`src/logic/scb_pkg.sv`:
```
// Constants, types and decode functions of the system clock select and boot block.
// Assumes one pclk domain at 40 MHz and oscillators that arrive as free running pins.
package scb_pkg;

	// ****************************************************************
	// Register map
	// ****************************************************************
	localparam logic [7:0] SCB_ADDR_CLKMD  = 8'h00;
	localparam logic [7:0] SCB_ADDR_XTAL   = 8'h04;
	localparam logic [7:0] SCB_ADDR_TRIM   = 8'h08;
	localparam logic [7:0] SCB_ADDR_STATUS = 8'h0c;
	localparam logic [7:0] SCB_ADDR_CALRES = 8'h10;

	localparam logic [7:0] SCB_CLKMD_RST = 8'hf4;
	localparam logic [7:0] SCB_XTAL_RST  = 8'h00;
	localparam logic [7:0] SCB_TRIM_RST  = 8'h80;

	localparam int SCB_CLKMD_FAST_EN = 4;
	localparam int SCB_CLKMD_SLOW_EN = 2;
	localparam int SCB_XTAL_EN       = 7;
	localparam int SCB_XTAL_DRV_LSB  = 5;

	localparam int SCB_ST_RUN      = 0;
	localparam int SCB_ST_CAL_BUSY = 1;
	localparam int SCB_ST_CAL_DONE = 2;
	localparam int SCB_ST_CAL_ERR  = 3;
	localparam int SCB_ST_SRC_LSB  = 4;
	localparam int SCB_ST_DIV_LSB  = 6;

	// ****************************************************************
	// Timing
	// ****************************************************************
	localparam int SCB_BOOT_FAST_CYC   = 45;
	localparam int SCB_BOOT_NORMAL_CYC = 3000;
	localparam int SCB_CLK_MHZ         = 40;
	localparam int SCB_CAL_WINDOW_US   = 100;
	localparam int SCB_CAL_WINDOW_CYC  = SCB_CAL_WINDOW_US * SCB_CLK_MHZ;

	localparam logic [4:0] SCB_TARGET_DEF_MHZ = 5'h10;
	localparam logic [4:0] SCB_TARGET_MIN_MHZ = 5'h10;
	localparam logic [4:0] SCB_TARGET_MAX_MHZ = 5'h12;
	localparam logic [5:0] SCB_VDD_MIN_DV     = 6'h12;
	localparam logic [5:0] SCB_VDD_MAX_DV     = 6'h37;

	// ****************************************************************
	// Clock mode values left by calibration
	// ****************************************************************
	localparam logic [7:0] SCB_MODE_DIV2  = 8'h34;
	localparam logic [7:0] SCB_MODE_DIV4  = 8'h14;
	localparam logic [7:0] SCB_MODE_DIV8  = 8'h3c;
	localparam logic [7:0] SCB_MODE_DIV16 = 8'h1c;
	localparam logic [7:0] SCB_MODE_DIV32 = 8'h7c;
	localparam logic [7:0] SCB_MODE_SLOW  = 8'he4;

	// ****************************************************************
	// Types
	// ****************************************************************
	typedef enum logic [1:0] {
		SCB_SRC_FAST = 2'b00,
		SCB_SRC_SLOW = 2'b01,
		SCB_SRC_XTAL = 2'b10
	} scb_src_e;

	typedef enum logic [2:0] {
		SCB_CAL_DIV2  = 3'b000,
		SCB_CAL_DIV4  = 3'b001,
		SCB_CAL_DIV8  = 3'b010,
		SCB_CAL_DIV16 = 3'b011,
		SCB_CAL_DIV32 = 3'b100,
		SCB_CAL_SLOW  = 3'b101,
		SCB_CAL_OFF   = 3'b110
	} scb_cal_e;

	typedef enum logic [1:0] {
		SCB_BOOT_DELAY = 2'b00,
		SCB_BOOT_CAL   = 2'b01,
		SCB_BOOT_APPLY = 2'b10,
		SCB_BOOT_RUN   = 2'b11
	} scb_boot_e;

	typedef struct packed {
		logic     valid;
		scb_src_e src;
		logic [2:0] div_exp;
	} scb_sel_s;

	typedef struct packed {
		logic       fast_boot;
		logic       program_mode;
		logic [2:0] cal_option;
		logic [4:0] target_mhz;
		logic [5:0] vdd_dv;
		logic [7:0] trim;
	} scb_boot_cfg_s;

	// Unlisted codes come back invalid and leave the running selection alone.
	function automatic scb_sel_s scb_decode_mode(input logic [7:0] mode);
		scb_sel_s sel;
		sel = '{valid: 1'b1, src: SCB_SRC_FAST, div_exp: 3'h0};
		unique case ({mode[7:5], mode[3]})
			4'b0010: sel.div_exp = 3'h1;
			4'b0000: sel.div_exp = 3'h2;
			4'b0011: sel.div_exp = 3'h3;
			4'b0001: sel.div_exp = 3'h4;
			4'b0111: sel.div_exp = 3'h5;
			4'b1110: sel.src = SCB_SRC_SLOW;
			4'b1010: sel.src = SCB_SRC_XTAL;
			default: sel.valid = 1'b0;
		endcase
		return sel;
	endfunction

	function automatic logic [7:0] scb_cal_mode(input logic [2:0] opt);
		logic [7:0] m;
		m = SCB_CLKMD_RST;
		unique case (opt)
			SCB_CAL_DIV2:  m = SCB_MODE_DIV2;
			SCB_CAL_DIV4:  m = SCB_MODE_DIV4;
			SCB_CAL_DIV8:  m = SCB_MODE_DIV8;
			SCB_CAL_DIV16: m = SCB_MODE_DIV16;
			SCB_CAL_DIV32: m = SCB_MODE_DIV32;
			SCB_CAL_SLOW:  m = SCB_MODE_SLOW;
			default:       m = SCB_CLKMD_RST;
		endcase
		return m;
	endfunction

endpackage

```
`src/logic/scb_tick_sync.sv`:
```
// Turns a free running oscillator pin into a one-cycle tick on pclk.
// Assumes the oscillator runs well below half the pclk rate.
`timescale 1ns/10ps
`default_nettype none
module scb_tick_sync
(
	// Clock and reset
	input  wire logic pclk,
	input  wire logic presetn,
	// Oscillator pin and tick
	input  wire logic osc_pin,
	output logic      tick
);
	logic meta_reg;
	logic sync_reg;
	logic last_reg;

	always_ff @(posedge pclk or negedge presetn)
	begin
		if (!presetn)
		begin
			meta_reg <= 1'b0;
			sync_reg <= 1'b0;
			last_reg <= 1'b0;
		end
		else
		begin
			meta_reg <= osc_pin;
			sync_reg <= meta_reg;
			last_reg <= sync_reg;
		end
	end

	assign tick = sync_reg & ~last_reg;
endmodule
`default_nettype wire

```
`src/logic/scb_clk_div.sv`:
```
// Source select and divider that produces the system clock enable.
// Assumes one tick per source cycle; the selected source must keep running.
`timescale 1ns/10ps
`default_nettype none
module scb_clk_div
	import scb_pkg::*;
(
	// Clock and reset
	input  wire logic      pclk,
	input  wire logic      presetn,
	// Sources
	input  wire logic [2:0] src_tick,
	input  wire logic [2:0] src_on,
	// Selection
	input  wire scb_sel_s   req,
	output scb_sel_s        active,
	output logic            clk_en
);
	logic [4:0] cnt_reg;
	logic [4:0] lim;
	logic       tick;
	logic       pulse;
	logic       switch_now;

	assign lim   = 5'((6'h01 << active.div_exp) - 6'h01);
	assign tick  = src_tick[active.src];
	assign pulse = tick && (cnt_reg == lim);
	// A change waits for the end of a whole divided period, so no pulse is cut short, unless the active source is off, when it goes at once.
	assign switch_now = req.valid && (req != active) &&
		(pulse || !src_on[active.src]);

	always_ff @(posedge pclk or negedge presetn)
	begin
		// Same selection as the clock mode reset value: slow RC, undivided.
		if (!presetn)
			active <= '{valid: 1'b1, src: SCB_SRC_SLOW, div_exp: 3'h0};
		else if (switch_now)
			active <= req;
	end

	always_ff @(posedge pclk or negedge presetn)
	begin
		if (!presetn)
			cnt_reg <= 5'h00;
		else if (switch_now)
			cnt_reg <= 5'h00;
		else if (tick)
			cnt_reg <= (cnt_reg == lim) ? 5'h00 : 5'(cnt_reg + 5'h01);
	end

	always_ff @(posedge pclk or negedge presetn)
	begin
		if (!presetn)
			clk_en <= 1'b0;
		else
			clk_en <= pulse;
	end

	property p_switch_at_boundary;
		@(posedge pclk) disable iff (!presetn)
		(active != $past(active)) |-> $past(pulse || !src_on[active.src]);
	endproperty
	a_switch_at_boundary: assert property (p_switch_at_boundary)
		else $error("clock selection changed inside a divided period");
endmodule
`default_nettype wire

```
`src/logic/scb_clock_boot.sv`:
```
// System clock select, oscillator control, trim calibration and boot delay.
// Assumes an APB master on pclk, oscillator pins from the analog macros and the
// boot configuration word read from nonvolatile memory, stable after power-up.
`timescale 1ns/10ps
`default_nettype none
// Notes on behaviour
// - Crystal, fast RC and slow RC oscillators have their own enables: crystal bit 7, mode bits 4 and 2.
// - Software picks the system clock source and its divider through the clock mode register.
// - A trim register tunes the fast RC oscillator, normally to 16 MHz.
// - Mode 34h is fast RC over 2, 14h over 4 and 3Ch over 8.
// - Mode 1Ch is fast RC over 16, 7Ch over 32 and E4h is the slow RC undivided.
// - With calibration off, boot leaves mode and trim alone, calibrates nothing and keeps band-gap off.
// - After boot with a fast RC divider option, fast RC on, watchdog off, slow RC on, port A bit five input.
// - Calibration runs only during programming; later boots use the stored settings.
// - After reset, execution waits 45 slow RC cycles on fast boot or 3000 on normal boot.
// - Calibration accepts fast RC dividers of 2, 4, 8, 16 and 32.
// - Calibration accepts targets of 16 to 18 MHz and supplies of 1.8 to 5.5 volts.
module scb_clock_boot
	import scb_pkg::*;
(
	// APB slave
	input  wire logic        pclk,
	input  wire logic        presetn,
	input  wire logic        psel,
	input  wire logic        penable,
	input  wire logic        pwrite,
	input  wire logic [7:0]  paddr,
	input  wire logic [31:0] pwdata,
	output logic [31:0]      prdata,
	output logic             pready,
	output logic             pslverr,
	// Oscillator pins
	input  wire logic        fast_rc_oscillator,
	input  wire logic        slow_rc_oscillator,
	input  wire logic        crystal_oscillator,
	// Stored boot configuration
	input  wire scb_boot_cfg_s boot_cfg,
	// Oscillator control
	output logic             fast_rc_enable,
	output logic             slow_rc_enable,
	output logic             crystal_enable,
	output logic [1:0]       crystal_drive,
	output logic [7:0]       fast_rc_trim,
	// System state
	output logic             sys_clk_en,
	output logic             cpu_run,
	output logic             bandgap_enable,
	output logic             watchdog_enable,
	output logic             port_a_bit_five_input,
	// Calibration result for the programmer
	output logic [7:0]       cal_trim_result,
	output logic             cal_done
);
	// ****************************************************************
	// Declarations
	// ****************************************************************
	scb_boot_e     state_reg;
	scb_boot_cfg_s cfg_meta_reg;
	scb_boot_cfg_s cfg_reg;
	logic [7:0]    clkmd_reg;
	logic [7:0]    xtal_reg;
	logic [7:0]    trim_reg;
	logic [11:0]   boot_cnt_reg;
	logic [11:0]   boot_limit;
	logic [2:0]    cal_bit_reg;
	logic [7:0]    cal_trim_reg;
	logic [11:0]   win_cnt_reg;
	logic [11:0]   fast_cnt_reg;
	logic [11:0]   target_cnt;
	logic [4:0]    target_mhz;
	logic          cal_err_reg;
	logic          cal_wanted;
	logic          cal_range_ok;
	logic          opt_fast;
	logic          opt_apply;
	logic          win_end;
	logic [7:0]    cal_trial;
	logic [2:0]    ticks;
	logic [2:0]    osc_on;
	scb_sel_s      active;
	logic          wr;
	logic          rd_setup;
	logic          mapped;
	logic [31:0]   rd_data;

	// ****************************************************************
	// Oscillator ticks and clock divider
	// ****************************************************************
	scb_tick_sync u_sync [2:0] (
		.pclk    (pclk),
		.presetn (presetn),
		.osc_pin ({crystal_oscillator, slow_rc_oscillator, fast_rc_oscillator}),
		.tick    (ticks)
	);

	assign osc_on = {crystal_enable, slow_rc_enable, fast_rc_enable};

	scb_clk_div u_div (
		.pclk     (pclk),
		.presetn  (presetn),
		.src_tick (ticks),
		.src_on   (osc_on),
		.req      (scb_decode_mode(clkmd_reg)),
		.active   (active),
		.clk_en   (sys_clk_en)
	);

	// ****************************************************************
	// Boot configuration capture
	// ****************************************************************
	always_ff @(posedge pclk or negedge presetn)
	begin
		if (!presetn)
		begin
			cfg_meta_reg <= '0;
			cfg_reg      <= '0;
		end
		else
		begin
			cfg_meta_reg <= boot_cfg;
			if (state_reg == SCB_BOOT_DELAY)
				cfg_reg <= cfg_meta_reg;
		end
	end

	assign opt_fast   = (cfg_reg.cal_option <= SCB_CAL_DIV32);
	assign opt_apply  = opt_fast || (cfg_reg.cal_option == SCB_CAL_SLOW);
	assign target_mhz = (cfg_reg.target_mhz == 5'h00) ? SCB_TARGET_DEF_MHZ : cfg_reg.target_mhz;
	assign cal_range_ok = (target_mhz >= SCB_TARGET_MIN_MHZ) &&
		(target_mhz <= SCB_TARGET_MAX_MHZ) &&
		(cfg_reg.vdd_dv >= SCB_VDD_MIN_DV) && (cfg_reg.vdd_dv <= SCB_VDD_MAX_DV);
	assign cal_wanted = cfg_reg.program_mode && opt_apply;
	assign target_cnt = 12'(target_mhz * SCB_CAL_WINDOW_US);
	assign boot_limit = cfg_reg.fast_boot ? 12'(SCB_BOOT_FAST_CYC - 1) :
		12'(SCB_BOOT_NORMAL_CYC - 1);

	// ****************************************************************
	// Boot sequence
	// ****************************************************************
	always_ff @(posedge pclk or negedge presetn)
	begin
		if (!presetn)
			state_reg <= SCB_BOOT_DELAY;
		else
		begin
			unique case (state_reg)
				SCB_BOOT_DELAY:
					if (ticks[SCB_SRC_SLOW] && boot_cnt_reg == boot_limit)
						state_reg <= (cal_wanted && cal_range_ok) ? SCB_BOOT_CAL : SCB_BOOT_APPLY;
				SCB_BOOT_CAL:
					if (win_end && cal_bit_reg == 3'h0)
						state_reg <= SCB_BOOT_APPLY;
				SCB_BOOT_APPLY:
					state_reg <= SCB_BOOT_RUN;
				SCB_BOOT_RUN:
					state_reg <= SCB_BOOT_RUN;
			endcase
		end
	end

	// Counts slow RC ticks, so the delay follows that oscillator's own drift.
	always_ff @(posedge pclk or negedge presetn)
	begin
		if (!presetn)
			boot_cnt_reg <= 12'h000;
		else if (state_reg == SCB_BOOT_DELAY && ticks[SCB_SRC_SLOW])
			boot_cnt_reg <= 12'(boot_cnt_reg + 12'h001);
	end

	always_ff @(posedge pclk or negedge presetn)
	begin
		if (!presetn)
			cal_err_reg <= 1'b0;
		else if (state_reg == SCB_BOOT_DELAY && ticks[SCB_SRC_SLOW] &&
			boot_cnt_reg == boot_limit && cal_wanted && !cal_range_ok)
			cal_err_reg <= 1'b1;
	end

	// ****************************************************************
	// Trim search
	// ****************************************************************
	// Successive approximation, one bit per window; a higher trim runs faster.
	assign cal_trial = cal_trim_reg | 8'(8'h01 << cal_bit_reg);
	assign win_end   = (win_cnt_reg == 12'(SCB_CAL_WINDOW_CYC - 1));

	always_ff @(posedge pclk or negedge presetn)
	begin
		if (!presetn)
		begin
			win_cnt_reg  <= 12'h000;
			fast_cnt_reg <= 12'h000;
			cal_bit_reg  <= 3'h7;
			cal_trim_reg <= 8'h00;
		end
		else if (state_reg == SCB_BOOT_CAL)
		begin
			if (win_end)
			begin
				win_cnt_reg  <= 12'h000;
				fast_cnt_reg <= 12'h000;
				cal_bit_reg  <= 3'(cal_bit_reg - 3'h1);
				if (fast_cnt_reg < target_cnt)
					cal_trim_reg <= cal_trial;
			end
			else
			begin
				win_cnt_reg <= 12'(win_cnt_reg + 12'h001);
				if (ticks[SCB_SRC_FAST])
					fast_cnt_reg <= 12'(fast_cnt_reg + 12'h001);
			end
		end
	end

	always_ff @(posedge pclk or negedge presetn)
	begin
		if (!presetn)
			cal_done <= 1'b0;
		else if (state_reg == SCB_BOOT_CAL && win_end && cal_bit_reg == 3'h0)
			cal_done <= 1'b1;
	end

	always_ff @(posedge pclk or negedge presetn)
	begin
		if (!presetn)
			cal_trim_result <= 8'h00;
		else if (state_reg == SCB_BOOT_APPLY && cal_done)
			cal_trim_result <= cal_trim_reg;
	end

	// ****************************************************************
	// Clock mode, crystal and trim registers
	// ****************************************************************
	assign wr       = psel && penable && pwrite;
	assign rd_setup = psel && !penable && !pwrite;

	always_ff @(posedge pclk or negedge presetn)
	begin
		if (!presetn)
		begin
			clkmd_reg <= SCB_CLKMD_RST;
			trim_reg  <= SCB_TRIM_RST;
		end
		else if (state_reg == SCB_BOOT_APPLY)
		begin
			if (opt_apply)
			begin
				clkmd_reg <= scb_cal_mode(cfg_reg.cal_option);
				trim_reg  <= cal_done ? cal_trim_reg : cfg_reg.trim;
			end
		end
		else
		begin
			if (wr && paddr == SCB_ADDR_CLKMD)
				clkmd_reg <= pwdata[7:0];
			if (wr && paddr == SCB_ADDR_TRIM)
				trim_reg <= pwdata[7:0];
		end
	end

	always_ff @(posedge pclk or negedge presetn)
	begin
		if (!presetn)
			xtal_reg <= SCB_XTAL_RST;
		else if (wr && paddr == SCB_ADDR_XTAL)
			xtal_reg <= pwdata[7:0];
	end

	// ****************************************************************
	// Oscillator and system outputs
	// ****************************************************************
	assign crystal_enable = xtal_reg[SCB_XTAL_EN];
	assign crystal_drive  = xtal_reg[SCB_XTAL_DRV_LSB +: 2];

	// The fast oscillator is forced on while its trim is being searched.
	always_ff @(posedge pclk or negedge presetn)
	begin
		if (!presetn)
		begin
			fast_rc_enable <= 1'b0;
			slow_rc_enable <= 1'b0;
			fast_rc_trim   <= SCB_TRIM_RST;
		end
		else
		begin
			fast_rc_enable <= clkmd_reg[SCB_CLKMD_FAST_EN] || (state_reg == SCB_BOOT_CAL);
			slow_rc_enable <= clkmd_reg[SCB_CLKMD_SLOW_EN];
			fast_rc_trim   <= (state_reg == SCB_BOOT_CAL) ? cal_trial : trim_reg;
		end
	end

	always_ff @(posedge pclk or negedge presetn)
	begin
		if (!presetn)
		begin
			bandgap_enable        <= 1'b0;
			watchdog_enable       <= 1'b1;
			port_a_bit_five_input <= 1'b0;
			cpu_run               <= 1'b0;
		end
		else if (state_reg == SCB_BOOT_APPLY)
		begin
			bandgap_enable        <= opt_apply;
			watchdog_enable       <= !opt_apply;
			port_a_bit_five_input <= 1'b1;
			cpu_run               <= 1'b1;
		end
	end

	// ****************************************************************
	// APB read path
	// ****************************************************************
	assign mapped = (paddr == SCB_ADDR_CLKMD) || (paddr == SCB_ADDR_XTAL) ||
		(paddr == SCB_ADDR_TRIM) || (paddr == SCB_ADDR_STATUS) ||
		(paddr == SCB_ADDR_CALRES);

	always_comb
	begin
		rd_data = 32'h0000_0000;
		unique case (paddr)
			SCB_ADDR_CLKMD:  rd_data[7:0] = clkmd_reg;
			SCB_ADDR_XTAL:   rd_data[7:0] = xtal_reg;
			SCB_ADDR_TRIM:   rd_data[7:0] = trim_reg;
			SCB_ADDR_STATUS:
			begin
				rd_data[SCB_ST_RUN]      = cpu_run;
				rd_data[SCB_ST_CAL_BUSY] = (state_reg == SCB_BOOT_CAL);
				rd_data[SCB_ST_CAL_DONE] = cal_done;
				rd_data[SCB_ST_CAL_ERR]  = cal_err_reg;
				rd_data[SCB_ST_SRC_LSB +: 2] = active.src;
				rd_data[SCB_ST_DIV_LSB +: 3] = active.div_exp;
			end
			SCB_ADDR_CALRES: rd_data[7:0] = cal_trim_result;
			default:         rd_data = 32'h0000_0000;
		endcase
	end

	// Read data is taken in the setup cycle so the access phase needs no wait.
	always_ff @(posedge pclk or negedge presetn)
	begin
		if (!presetn)
			prdata <= 32'h0000_0000;
		else if (rd_setup)
			prdata <= rd_data;
	end

	assign pready  = 1'b1;
	assign pslverr = psel && penable && !mapped;

	// ****************************************************************
	// Checks
	// ****************************************************************
	property p_hold_in_delay;
		@(posedge pclk) disable iff (!presetn)
		(state_reg == SCB_BOOT_DELAY) |-> !cpu_run;
	endproperty
	a_hold_in_delay: assert property (p_hold_in_delay)
		else $error("cpu running during boot delay");

	property p_delay_ends;
		@(posedge pclk) disable iff (!presetn)
		(state_reg == SCB_BOOT_DELAY && ticks[SCB_SRC_SLOW] && boot_cnt_reg == boot_limit)
		|=> (state_reg != SCB_BOOT_DELAY);
	endproperty
	a_delay_ends: assert property (p_delay_ends)
		else $error("boot delay overran its count");

	property p_apply_mode;
		@(posedge pclk) disable iff (!presetn)
		(state_reg == SCB_BOOT_APPLY && cfg_reg.cal_option == SCB_CAL_SLOW)
		|=> (clkmd_reg == SCB_MODE_SLOW);
	endproperty
	a_apply_mode: assert property (p_apply_mode)
		else $error("slow option left wrong clock mode");

	property p_div2_value;
		@(posedge pclk) disable iff (!presetn)
		(state_reg == SCB_BOOT_APPLY && cfg_reg.cal_option == SCB_CAL_DIV2)
		|=> (clkmd_reg == SCB_MODE_DIV2) ##1 (fast_rc_enable && slow_rc_enable);
	endproperty
	a_div2_value: assert property (p_div2_value)
		else $error("divide by two option left wrong mode");

	property p_off_untouched;
		@(posedge pclk) disable iff (!presetn)
		(state_reg == SCB_BOOT_APPLY && !opt_apply)
		|=> $stable(clkmd_reg) && $stable(trim_reg) && !bandgap_enable && watchdog_enable;
	endproperty
	a_off_untouched: assert property (p_off_untouched)
		else $error("disabled calibration changed clock state");

	property p_fast_option_state;
		@(posedge pclk) disable iff (!presetn)
		(state_reg == SCB_BOOT_APPLY && opt_fast)
		|=> ##1 (fast_rc_enable && slow_rc_enable && !watchdog_enable && port_a_bit_five_input);
	endproperty
	a_fast_option_state: assert property (p_fast_option_state)
		else $error("wrong state after fast divider boot");

	property p_cal_only_programming;
		@(posedge pclk) disable iff (!presetn)
		(state_reg == SCB_BOOT_CAL) |-> (cfg_reg.program_mode && cal_range_ok);
	endproperty
	a_cal_only_programming: assert property (p_cal_only_programming)
		else $error("calibration ran outside programming");

	property p_crystal_write;
		@(posedge pclk) disable iff (!presetn)
		(wr && paddr == SCB_ADDR_XTAL) |=> (crystal_enable == $past(pwdata[7]));
	endproperty
	a_crystal_write: assert property (p_crystal_write)
		else $error("crystal enable did not follow write");

	property p_trim_write;
		@(posedge pclk) disable iff (!presetn)
		(wr && paddr == SCB_ADDR_TRIM && state_reg == SCB_BOOT_RUN)
		|=> ##1 (fast_rc_trim == $past(pwdata[7:0], 2));
	endproperty
	a_trim_write: assert property (p_trim_write)
		else $error("trim output did not follow write");
endmodule
`default_nettype wire

```
`config.mk`:
```
export PLATFORM = sky130hd
export DESIGN_NAME = scb_clock_boot
export DESIGN_NICKNAME = d
export VERILOG_FILES = /design/src/logic/scb_pkg.sv /design/src/logic/scb_tick_sync.sv /design/src/logic/scb_clk_div.sv /design/src/logic/scb_clock_boot.sv
export SDC_FILE = /design/constraint.sdc
export NUM_CORES = 1
export LEC_CHECK = 0
export BUFFER_PORTS_ARGS = -buffer_cell sky130_fd_sc_hd__buf_2
export CORE_MARGIN = 3
export CORE_UTILIZATION = 55
export CTS_BUF_LIST = sky130_fd_sc_hd__clkbuf_4 sky130_fd_sc_hd__clkbuf_8 sky130_fd_sc_hd__clkbuf_16
export CTS_CLUSTER_DIAMETER = 80
export DETAILED_ROUTE_END_ITERATION = 16
export HOLD_SLACK_MARGIN = 0.03
export PLACE_DENSITY = 0.84
export SYNTH_ARGS = -nofsm -noshare
export SYNTH_HDL_FRONTEND = slang
export SYNTH_SLANG_ARGS = --single-unit
```
`constraint.sdc`:
```
create_clock -name pclk -period 4.2 [get_ports pclk]
set_input_delay 0 -clock pclk [delete_from_list [all_inputs] [get_ports pclk]]
set_output_delay 0 -clock pclk [all_outputs]
set_load 0.005 [all_outputs]
```
Word-level counts from Yosys, hierarchy flattened
Cells that the tools add are included.
Widths: inputs -> output; s select.
{ "op_classes": {"div_mod_pow": 0, "mux": 30, "add_sub_neg": 6, "shifts": 2, "magnitude_cmp": 7, "n_eq_ne": 25, "n_reduce_logical": 56, "n_bitwise": 7, "n_mul": 1} }
{ "op_table": {"columns": ["cell", "n"], "rows": [
  ["$mux 8", 8],
  ["$mux 12", 4],
  ["$pmux 8 s6", 1],
  ["$pmux 8 s5", 1],
  ["$add 12x1->12 const B", 3],
  ["$logic_and 1x1->1", 25],
  ["$mux 5", 4],
  ["$eq 8x4->1 const B", 2],
  ["$pmux 3 s5", 1],
  ["$eq 12x12->1", 1],
  ["$eq 12x12->1 const B", 1],
  ["$lt 12x12->1", 1],
  ["$mul 5x5->10 const B", 1],
  ["$reduce_and 2->1", 5],
  ["$eq 4x2->1 const B", 2],
  ["$eq 4x4->1 const B", 2],
  ["$eq 8x3->1 const B", 1],
  ["$eq 8x5->1 const B", 1],
  ["$logic_not 8->1", 1],
  ["$or 8x8->8", 1],
  ["$reduce_bool 2->1", 4],
  ["$shl 1x3->8 const A", 1],
  ["$logic_or 1x1->1", 7],
  ["$reduce_or 7->1", 1],
  ["other kinds (34)", 55]
]} }
{ "word_totals": {"out_inout_bits": 61, "reg_bits": 174, "mem_count": 0, "word_cells": 179, "mem_bits_rw": 0, "rom_bits": 0, "latchBits": 0} }

Logic depth before layout (Yosys ltp)
Gate-level depths: netlist (run 1).
{ "logic_depth": {"depth_word": 10, "mapped_depth": 18, "mapped_depth_nobuf": 18} }

Modules after synthesis
Synthesis (run 1) repeated with hierarchy kept, for this count alone.
{ "unflattened": {"cells_unflattened": 814, "area_unflattened_um2": 8739.6} }
{ "modules_own_cells": {"columns": ["module", "instances", "cells_each", "seq_area_each_um2", "area_each_um2"], "rows": [
  ["scb_clock_boot", 1, 692, 3792.4, 7532.2],
  ["scb_clk_div", 1, 110, 302.8, 940.9],
  ["scb_tick_sync", 3, 4, 75.1, 88.8]
]} }

Worst setup path before layout (run 1)
Ideal clock, no wire load.
{ "synth_path": {"path_kind": "register to register", "startpoint": "register cfg_reg[16] in the netlist's numbering", "endpoint": "register cal_trim_reg[1]", "t_arrival_ps": 3422, "required_ps": 4136, "slack_ps": 714, "path_stages_with_launch": 18, "setup_ps": 64, "period_less_slack_ps": 3486, "cell_sequence": "dfrtp_1 -> inv_1 -> ha_1 -> nand3b_1 -> nand2_1 -> ha_1 -> inv_1 -> ha_1 -> ha_1 -> ha_1 -> a31oi_1 -> xor2_1 -> ha_1 -> nor2b_1 -> o21ai_0 -> nand3b_1 -> nor3_1 -> a21o_1"} }
{ "synth_via": {"elab_chain_len": 5} }
{ "synth_lines": {"columns": ["element", "line", "text"], "rows": [
  ["start, declared", "scb_clock_boot.sv:59", "scb_boot_cfg_s cfg_reg;"],
  ["start signal, assigned", "scb_clock_boot.sv:122", "cfg_reg <= cfg_meta_reg;"],
  ["$logic_not 5->1", "scb_clock_boot.sv:128", "assign target_mhz = (cfg_reg.target_mhz == 5'h00) ? SCB_TARGET_DEF_MHZ : cfg_reg.target_mhz;"],
  ["$mux 5 (*)", "scb_clock_boot.sv:128", null],
  ["$mul 5x5->10 (*)", "scb_clock_boot.sv:133", "assign target_cnt = 12'(target_mhz * SCB_CAL_WINDOW_US);"],
  ["$lt 12x12->1 (*)", "scb_clock_boot.sv:202", "if (fast_cnt_reg < target_cnt)"],
  ["$reduce_and 3->1 (no line) (*)", null, null],
  ["end signal, assigned", "scb_clock_boot.sv:203", "cal_trim_reg <= cal_trial;"],
  ["end, declared", "scb_clock_boot.sv:66", "logic [7:0] cal_trim_reg;"]
]} }
Every way passes the cells marked *; elsewhere a longest branch is shown, timed or not.
A chain may end at the register's enable or synchronous reset.

Worst setup path after layout (run 1)
{ "layout_path": {"startpoint": "register cfg_reg[15] in the netlist's numbering", "endpoint": "register cal_trim_reg[2]"} }
The elaborated chain is that of the path after synthesis.

==> reports/metrics.csv, run 1 <==
stage,metric,value,unit
place,place.gp.congestion,0.8520,
timing,min_period,3.873,ns
synth,avgSynthCellArea,11.03,µm²
cells_and_area,num-nets-final,981,
worst_setup_path,required,4.58,ns
timing,final-max-slew-violation-count,0,
cells_and_area,final_layout_size_suffix_gt1_share,22.74,%
clock_tree,cts_setup_buffers,0,
synth,synthArstFlopShare,100.0,%
clock_tree,root_buffer,clkbuf_16,
clock_tree,cts_tree,yes,
clock_tree,clkLatencyLatePin,0.43,ns
floorplanning,initial_utilization,56.96,%
timing,maxSlewHeadroom,19.66,%
global_route,antenna_found_initial,0,
synth,synth-edff-count,0,
power,peakVddDrop,0.0003797,V
cells_and_area,fillCellCount,1039,
flow_run,maxCapViolCount,0,
outcome,status,"finished, final reports clean",
floorplanning,die_x,129.4,µm
worst_setup_path,path_class,reg -> reg,
routing,wire_per_inst,17.60,µm
routing,drtPass1Iterations,5,
min_path,min_path_cells,4,
routing,vias,6121,
timing,rsz0062_at_grt,yes,
synth,synth_top_area_share,47.52,%
floorplanning,ios,133,
synth,synthTopCellsByArea,"dfrtp_1 48%, mux2_2 5.5%, ha_1 5.4%, dfstp_2 4.1%, nand2_1 3.0%",
timing,hold_violations,0,
clock_tree,h-tree-depth,4,
min_path,hp-class,in -> reg,
clock_tree,cts_sinks,172,
timing,worst_slew_pin_slew,1.205,ns
clock_tree,clock_path_buffers,2,
floorplanning,core_area,14700,µm²
synth,synth.largest_area_cell,dfrtp_1,
cells_and_area,post-route-util,66.34,%
power,cellPowerDensity,389.1,nW/µm²
cells_and_area,finish.instance_area,9752,µm²
routing,antenna_left,0,
global_route,track_usage,23.66,%
routing,vias_per_cell,5.731,
cells_and_area,area_delta_synth_final,16.47,%
synth,synth_warnings,0,
worst_setup_path,startpoint_type,register,
clock_tree,clk_pin_slew,0.07,ns
synth,syn-cell-area,8373,µm²
synth,syn_inst,759,
place,io_buffers,83,
floorplanning,die_area,16740,µm²
timing,min_period_over_period,92.22,%
floorplanning,die_y,129.4,µm
timing,setup_tns,0,ns
worst_setup_path,ff2ff_setup_slack,0.33,ns
worst_setup_path,ff2ff_path_depth,17,
floorplanning,row_count,44,
global_route,grt_max_degree,110,
clock_tree,cts-buffers-inserted,17,
place,hpwl,12550,µm
routing,drc,0,
synth,synthDistinctLibCells,76,
synth,ys_ff_latch,172,
cells_and_area,antenna_cells,0,
worst_setup_path,critPathCaptureType,register,
global_route,grt_pass1_vias,6069,
routing,drtIter0Drc,490,
timing,max_clock_freq,258.2,MHz
routing,totalWireLength,18790,µm
synth,synth_flop_cell,dfrtp_1,
worst_setup_path,cp_max_fo,5,
synth,ys_seq_area_share,51.60,%
worst_setup_path,critPathArrivalTime,4.25,ns
power,p_leak,4.670,nW
timing,setup_viol,0,
global_route,grt_pass1_wl,30880,µm
global_route,grt_overflow,0,
place,placed_area,8806,µm²
timing,fin_worst_skew,0.01047,ns
cell families (layout without fill, tap and decap cells):
logic type	after synthesis	in the layout	share of synthesized area, %
adders and majority gates	37	37	5.619
xor gates and xnor gates	41	41	4.289
muxes	62	62	8.144
and+or+nand+nor	230	230	14.56
DFF	172	172	51.60
buffers and inverters	76	179	5.081
AOI/OAI and AO/OA	139	139	10.62
other	2	24	0.08969
cell usage after synthesis (2+ instances only):
| master | number |
|---|---|
| inv_1 | 23 |
| o22ai_1 | 2 |
| or3_1 | 2 |
| nand4_1 | 18 |
| buf_6 | 3 |
| mux2_2 | 41 |
| mux2i_1 | 19 |
| ha_1 | 36 |
| dfstp_2 | 13 |
| o211a_1 | 2 |
| or4_1 | 2 |
| dfrtp_1 | 159 |
| nand2b_1 | 6 |
| nor3b_1 | 6 |
| a22oi_1 | 2 |
| xor2_1 | 19 |
| buf_4 | 30 |
| nor4b_1 | 3 |
| nand3b_1 | 5 |
| and2b_2 | 2 |
| nor4b_2 | 2 |
| and4bb_2 | 3 |
| clkbuf_1 | 13 |
| a211oi_1 | 3 |
| and3_1 | 6 |
| xnor2_1 | 22 |
| nor3_1 | 8 |
| nand2_1 | 66 |
| nor3_2 | 2 |
| a21oi_1 | 38 |
| nor2_1 | 65 |
| a21o_1 | 14 |
| o21ai_0 | 43 |
| o21bai_1 | 2 |
| mux2_4 | 2 |
| conb_1 | 2 |
| nor2b_1 | 9 |
| a31oi_1 | 5 |
| nand3_1 | 12 |
| buf_2 | 3 |
| o21ai_1 | 2 |
| a221oi_1 | 8 |
| buf_1 | 3 |
final cells by class:
cell class / count / area (µm²) / area share (%)
multi-input combinational: 533 / 3729 / 38.23
tap: 184 / 230.2 / 2.361
inverter: 23 / 86.33 / 0.8853
clock inverter: 11 / 87.58 / 0.8981
clock buffer: 20 / 466.7 / 4.786
timing repair buffer: 125 / 832.0 / 8.532
sequential: 172 / 4320 / 44.30
repair_timing:
item | CTS | global route
hold buffers | 38 | 0
endpoints found under the setup margin | 0 | 3
gates resized for setup | 0 | 2
hold endpoints to repair | 153 | 0
report_power, final:
group / switching (mW) / leakage, nW / internal, mW / total, mW
logic: 0.227 / 2.22 / 0.219 / 0.446
clock network: 0.666 / 0.267 / 0.807 / 1.47
registers: 0.116 / 2.18 / 1.76 / 1.88
total: 1.01 / 4.67 / 2.79 / 3.79
path summary, 6_finish.rpt:
| kind | from | endpoint |
|---|---|---|
| max in group asynchronous | presetn | u_div.active[3] |
| min reg2reg | u_sync[2].meta_reg | u_sync[2].sync_reg |
| max reg2reg | cfg_reg[15] | cal_trim_reg[2] |
| max | cfg_reg[15] | cal_trim_reg[2] |
| min in group asynchronous | presetn | u_div.active[2] |
| min | psel | prdata[8] |
cells in the final DEF (no fill, tap or decap), types with 4 or more instances in the layout:
master,netlist,final
nor2b_1,9,9
buf_4,30,4
clkbuf_16,0,17
mux2i_1,19,19
nand2_1,66,66
mux2_2,41,41
a221oi_1,8,8
nand4_1,18,18
and3_1,6,6
dfrtp_1,159,159
o21ai_0,43,43
buf_2,3,82
nor3b_1,6,5
dfstp_2,13,13
nand3b_1,5,5
nand3_1,12,12
ha_1,36,36
inv_1,23,23
a21o_1,14,14
a31oi_1,5,5
nor2_1,65,64
conb_1,2,24
nor3_1,8,7
nand2b_1,6,6
dlygate4sd3_1,0,38
xnor2_1,22,22
xor2_1,19,19
a21oi_1,38,38
worst max-delay path, stage by stage (launching register included):
cell and delay [ns]:
dfrtp_1 0.37, inv_1 0.11, ha_1 0.21, nand3b_1 0.17, nand2_1 0.13, ha_1 0.29
inv_1 0.04, ha_1 0.28, ha_1 0.30, ha_1 0.34, a31oi_1 0.23, xor2_1 0.18
ha_1 0.26, nor2b_1 0.13, o21ai_0 0.14, nand3b_1 0.20, nor3_2 0.29, a21o_1 0.16
metal layers:
layer	global-route usage, %	wire length, µm	vias up
met4	8.524	375	0
met2	38.05	9316	225
li1	-	-	2836
met5	0	0	-
met1	31.58	7929	3028
met3	5.606	1172	32
stage by stage:
stage	setup slack (ns)	total power, mW	hold slack [ns]	cells
2_1_floorplan	0.7141	2.172	-0.2956	781
4_1_cts	0.2553	3.798	0.03790	1068
3_3_place_gp	0.3850	2.288	0.1074	999
6_report	0.3268	3.794	0.04735	1068
5_1_grt	-0.01600	3.951	0.05975	1068
3_5_place_dp	0.2752	2.312	0.1093	999
Power figures use the tool's default switching activity.
==> run 2, diff against run 1 <==
--- a/config.mk
+++ b/config.mk
@@ -5,8 +5,9 @@
 export SDC_FILE = /design/constraint.sdc
 export NUM_CORES = 1
 export LEC_CHECK = 0
+export ABC_CLOCK_PERIOD_IN_PS = 4200
 export BUFFER_PORTS_ARGS = -buffer_cell sky130_fd_sc_hd__buf_2
-export CORE_MARGIN = 3
+export CORE_ASPECT_RATIO = 2
 export CORE_UTILIZATION = 55
 export CTS_BUF_LIST = sky130_fd_sc_hd__clkbuf_4 sky130_fd_sc_hd__clkbuf_8 sky130_fd_sc_hd__clkbuf_16
 export CTS_CLUSTER_DIAMETER = 80
==> run 2 against run 1 <==
Via count increased by 0.31%. Clock power increased by 14%. Clock-buffer cell count decreased by 1. Sequential cell count unchanged. Clock skew decreased by 0.0017 ns. First-iteration DRC count decreased by 26%. Core utilization increased by 0.41 points. Sequential share of layout area decreased by 0.63 points. Die area decreased by 5.9%. Worst setup slack improved by 0.010 ns. Fmax increased by 0.26%. Highest routed layer unchanged.
==> reports/metrics.csv, run 2 (synthesis gave the netlist of run 1 again) <==
stage,metric,value,unit,change
cells_and_area,final_common_cell,dfrtp_1,,
power,cellPowerDensity,404.7,nW/µm²,+4.0%
clock_tree,clkLatencyLatePin,0.43,ns,about the same
timing,min_period,3.863,ns,-0.01019 ns
min_path,hp-class,in -> reg,,
worst_setup_path,cp_slowest_stage_delay,0.48,ns,+0.11 ns
clock_tree,h-tree-depth,4,,unchanged
worst_setup_path,cp_max_fo,4,,-1
clock_tree,clk_pin_slew,0.07,ns,about the same
timing,maxSlewHeadroom,33.81,%,+14 points
worst_setup_path,cpMostUsedCell,ha_1,,
worst_setup_path,slowest_stage,fa_1,,
place,io_buffers,83,,unchanged
floorplanning,core_area,14820,µm²,+0.82%
worst_setup_path,ff2ff_setup_slack,0.34,ns,about the same
timing,worst_slew_pin_slew,0.9929,ns,-0.2122 ns
clock_tree,root_buffer,clkbuf_16,,
timing,hold-worst-slack,0.05798,ns,+0.01063 ns
clock_tree,clock_path_buffers,2,,unchanged
routing,totalWireLength,18770,µm,-0.13%
worst_setup_path,startpoint_type,register,,
cells_and_area,layout_common_cells,"159 x dfrtp_1, 82 x buf_2, 66 x nand2_1",,
routing,antenna_left,0,,unchanged
min_path,hp-start,psel,,
timing,setup_slack,0.3370,ns,+0.01019 ns
flow_run,maxCapViolCount,0,,unchanged
global_route,antenna_found_initial,1,,+1
timing,setup_viol,0,,unchanged
routing,drtPass1Iterations,5,,unchanged
worst_setup_path,required,4.57,ns,about the same
routing,vias_per_cell,5.664,,-1.2%
timing,setup_tns,0,ns,unchanged
min_path,hold_end,prdata[8],,
clock_tree,cts_sinks,172,,unchanged
cells_and_area,num-nets-final,984,,+0.31%
power,peakVddDrop,0.0002974,V,-22%
floorplanning,die_x,89.25,µm,-31%
routing,wire_per_inst,17.31,µm,-1.6%
floorplanning,row_count,63,,+43%
cells_and_area,post-route-util,66.75,%,+0.41 points
worst_setup_path,cp.buffers_inverters,2,,unchanged
routing,vias,6140,,+0.31%
clock_tree,cts_tree,yes,,
worst_setup_path,r2r-start,cfg_reg[16],,
outcome,status,"finished, final reports clean",,
floorplanning,die_area,15750,µm²,-5.9%
floorplanning,die_y,176.5,µm,+36%
place,place.gp.congestion,0.8595,,+0.88%
routing,drtIter0Drc,361,,-26%
worst_setup_path,ff2ff_path_depth,16,,-1
floorplanning,initial_utilization,56.50,%,-0.46 points
global_route,grt_pass1_wl,30990,µm,+0.38%
timing,rsz0062_at_grt,no,,
timing,max_clock_freq,258.9,MHz,+0.26%
power,p_leak,4.718,nW,+1.0%
timing,hold_violations,0,,unchanged
place,hpwl,13230,µm,+5.4%
timing,final-max-slew-violation-count,0,,unchanged
clock_tree,cts-buffers-inserted,17,,unchanged
cells_and_area,area_delta_synth_final,18.14,%,
timing,fin_worst_skew,0.008791,ns,-0.001683 ns
global_route,grt_max_degree,92,,-16%
worst_setup_path,cp_top_family,adder cells,,
worst_setup_path,cp_cell_sequence,"inv_1, ha_1, nand3b_1, buf_4, nand2_1, ha_1, ha_1, fa_1, a31oi_2, xor2_1, ha_1, nor2b_1, o21ai_0, nand3b_1, nor3_4, a21o_1",,
worst_setup_path,critPathCaptureType,register,,
global_route,track_usage,26.12,%,+2.5 points
timing,min_period_over_period,91.98,%,-0.24 points
worst_setup_path,critPathArrivalTime,4.24,ns,about the same
global_route,grt_pass1_vias,6447,,+6.2%
routing,drc,0,,unchanged
worst_setup_path,r2r-end,cal_trim_reg[3],,
worst_setup_path,path_class,reg -> reg,,
global_route,grt_overflow,0,,unchanged
min_path,min_path_cells,4,,unchanged
place,dp_slack,0.2348,ns,-0.04035 ns
cells_and_area,final_layout_size_suffix_gt1_share,23.31,%,+0.57 points
floorplanning,ios,133,,unchanged
## run 2: cell count changes in the layout (fill, tap and decap cells not counted), sizes merged
cell,previous run,this run
buf,87,90
bufinv,0,3
clkinv,5,2
inv,26,29
clkbuf,20,19
clkinvlp,3,2
diode,0,1
## run 2: worst max-delay path by stage
stage | startpoint | end | slack (ns) | cells after the start
2_1_floorplan | cfg_reg[16] | cal_trim_reg[1] | 0.71 | 17
3_3_place_gp | cfg_reg[16] | cal_trim_reg[1] | 0.33 | 17
3_5_place_dp | cfg_reg[16] | cal_trim_reg[1] | 0.23 | 17
4_1_cts | cfg_reg[16] | cal_trim_reg[2] | 0.22 | 17
5_1_grt | cfg_reg[16] | cal_trim_reg[0] | 0.09 | 18
6_report | cfg_reg[16] | cal_trim_reg[3] | 0.34 | 16
## run 2: layout make-up
class / count / area, µm²
antenna: 1 / 2.502
sequential: 172 / 4320
inverter: 23 / 86.33
clock buffer: 19 / 446.7
multi-input combinational: 533 / 3745
clock inverter: 13 / 180.2
tap: 195 / 244.0
fill: 1146 / 4927
timing repair buffer: 128 / 867.1
## run 2: what timing repair did
action / CTS / global route
endpoints found under the hold margin: 135 / 0
hold buffers: 38 / 0
gates resized for setup: 0 / 5
endpoints found under the setup margin: 0 / 8
setup buffers: 0 / 2
## run 2: power by group
| group | total (mW) | leakage, nW | internal (mW) | switching (mW) |
|---|---|---|---|---|
| Sequential | 1.87 | 2.18 | 1.76 | 0.115 |
| Combinational | 0.452 | 2.24 | 0.221 | 0.232 |
| Clock | 1.68 | 0.302 | 0.976 | 0.702 |
| Total | 4.00 | 4.72 | 2.96 | 1.05 |
## run 2: worst min-delay path: cells and delay by family
kind | cells | cell delay [ns]
buffers and inverters | 1 | 0.11
AND/OR/NAND/NOR | 2 | 0.27
AO/OA/AOI/OAI | 1 | 0.07
## run 2: per-layer routing
layer / vias up / GRT usage, % / routed length [µm]
met1: 3069 / 27.03 / 6705
met4: 0 / 15.21 / 882
met5: - / 0 / 0
li1: 2834 / - / -
met3: 65 / 4.815 / 571
met2: 172 / 47.33 / 10610
## run 2: metrics by stage
step	power (mW)	instance area (µm²)	instances
3_3_place_gp	2.299	8840	1011
6_report	4.003	9892	1084
4_1_cts	4.015	9847	1081
5_1_grt	4.154	9892	1084
2_1_floorplan	2.172	8456	781
3_5_place_dp	2.323	8840	1011
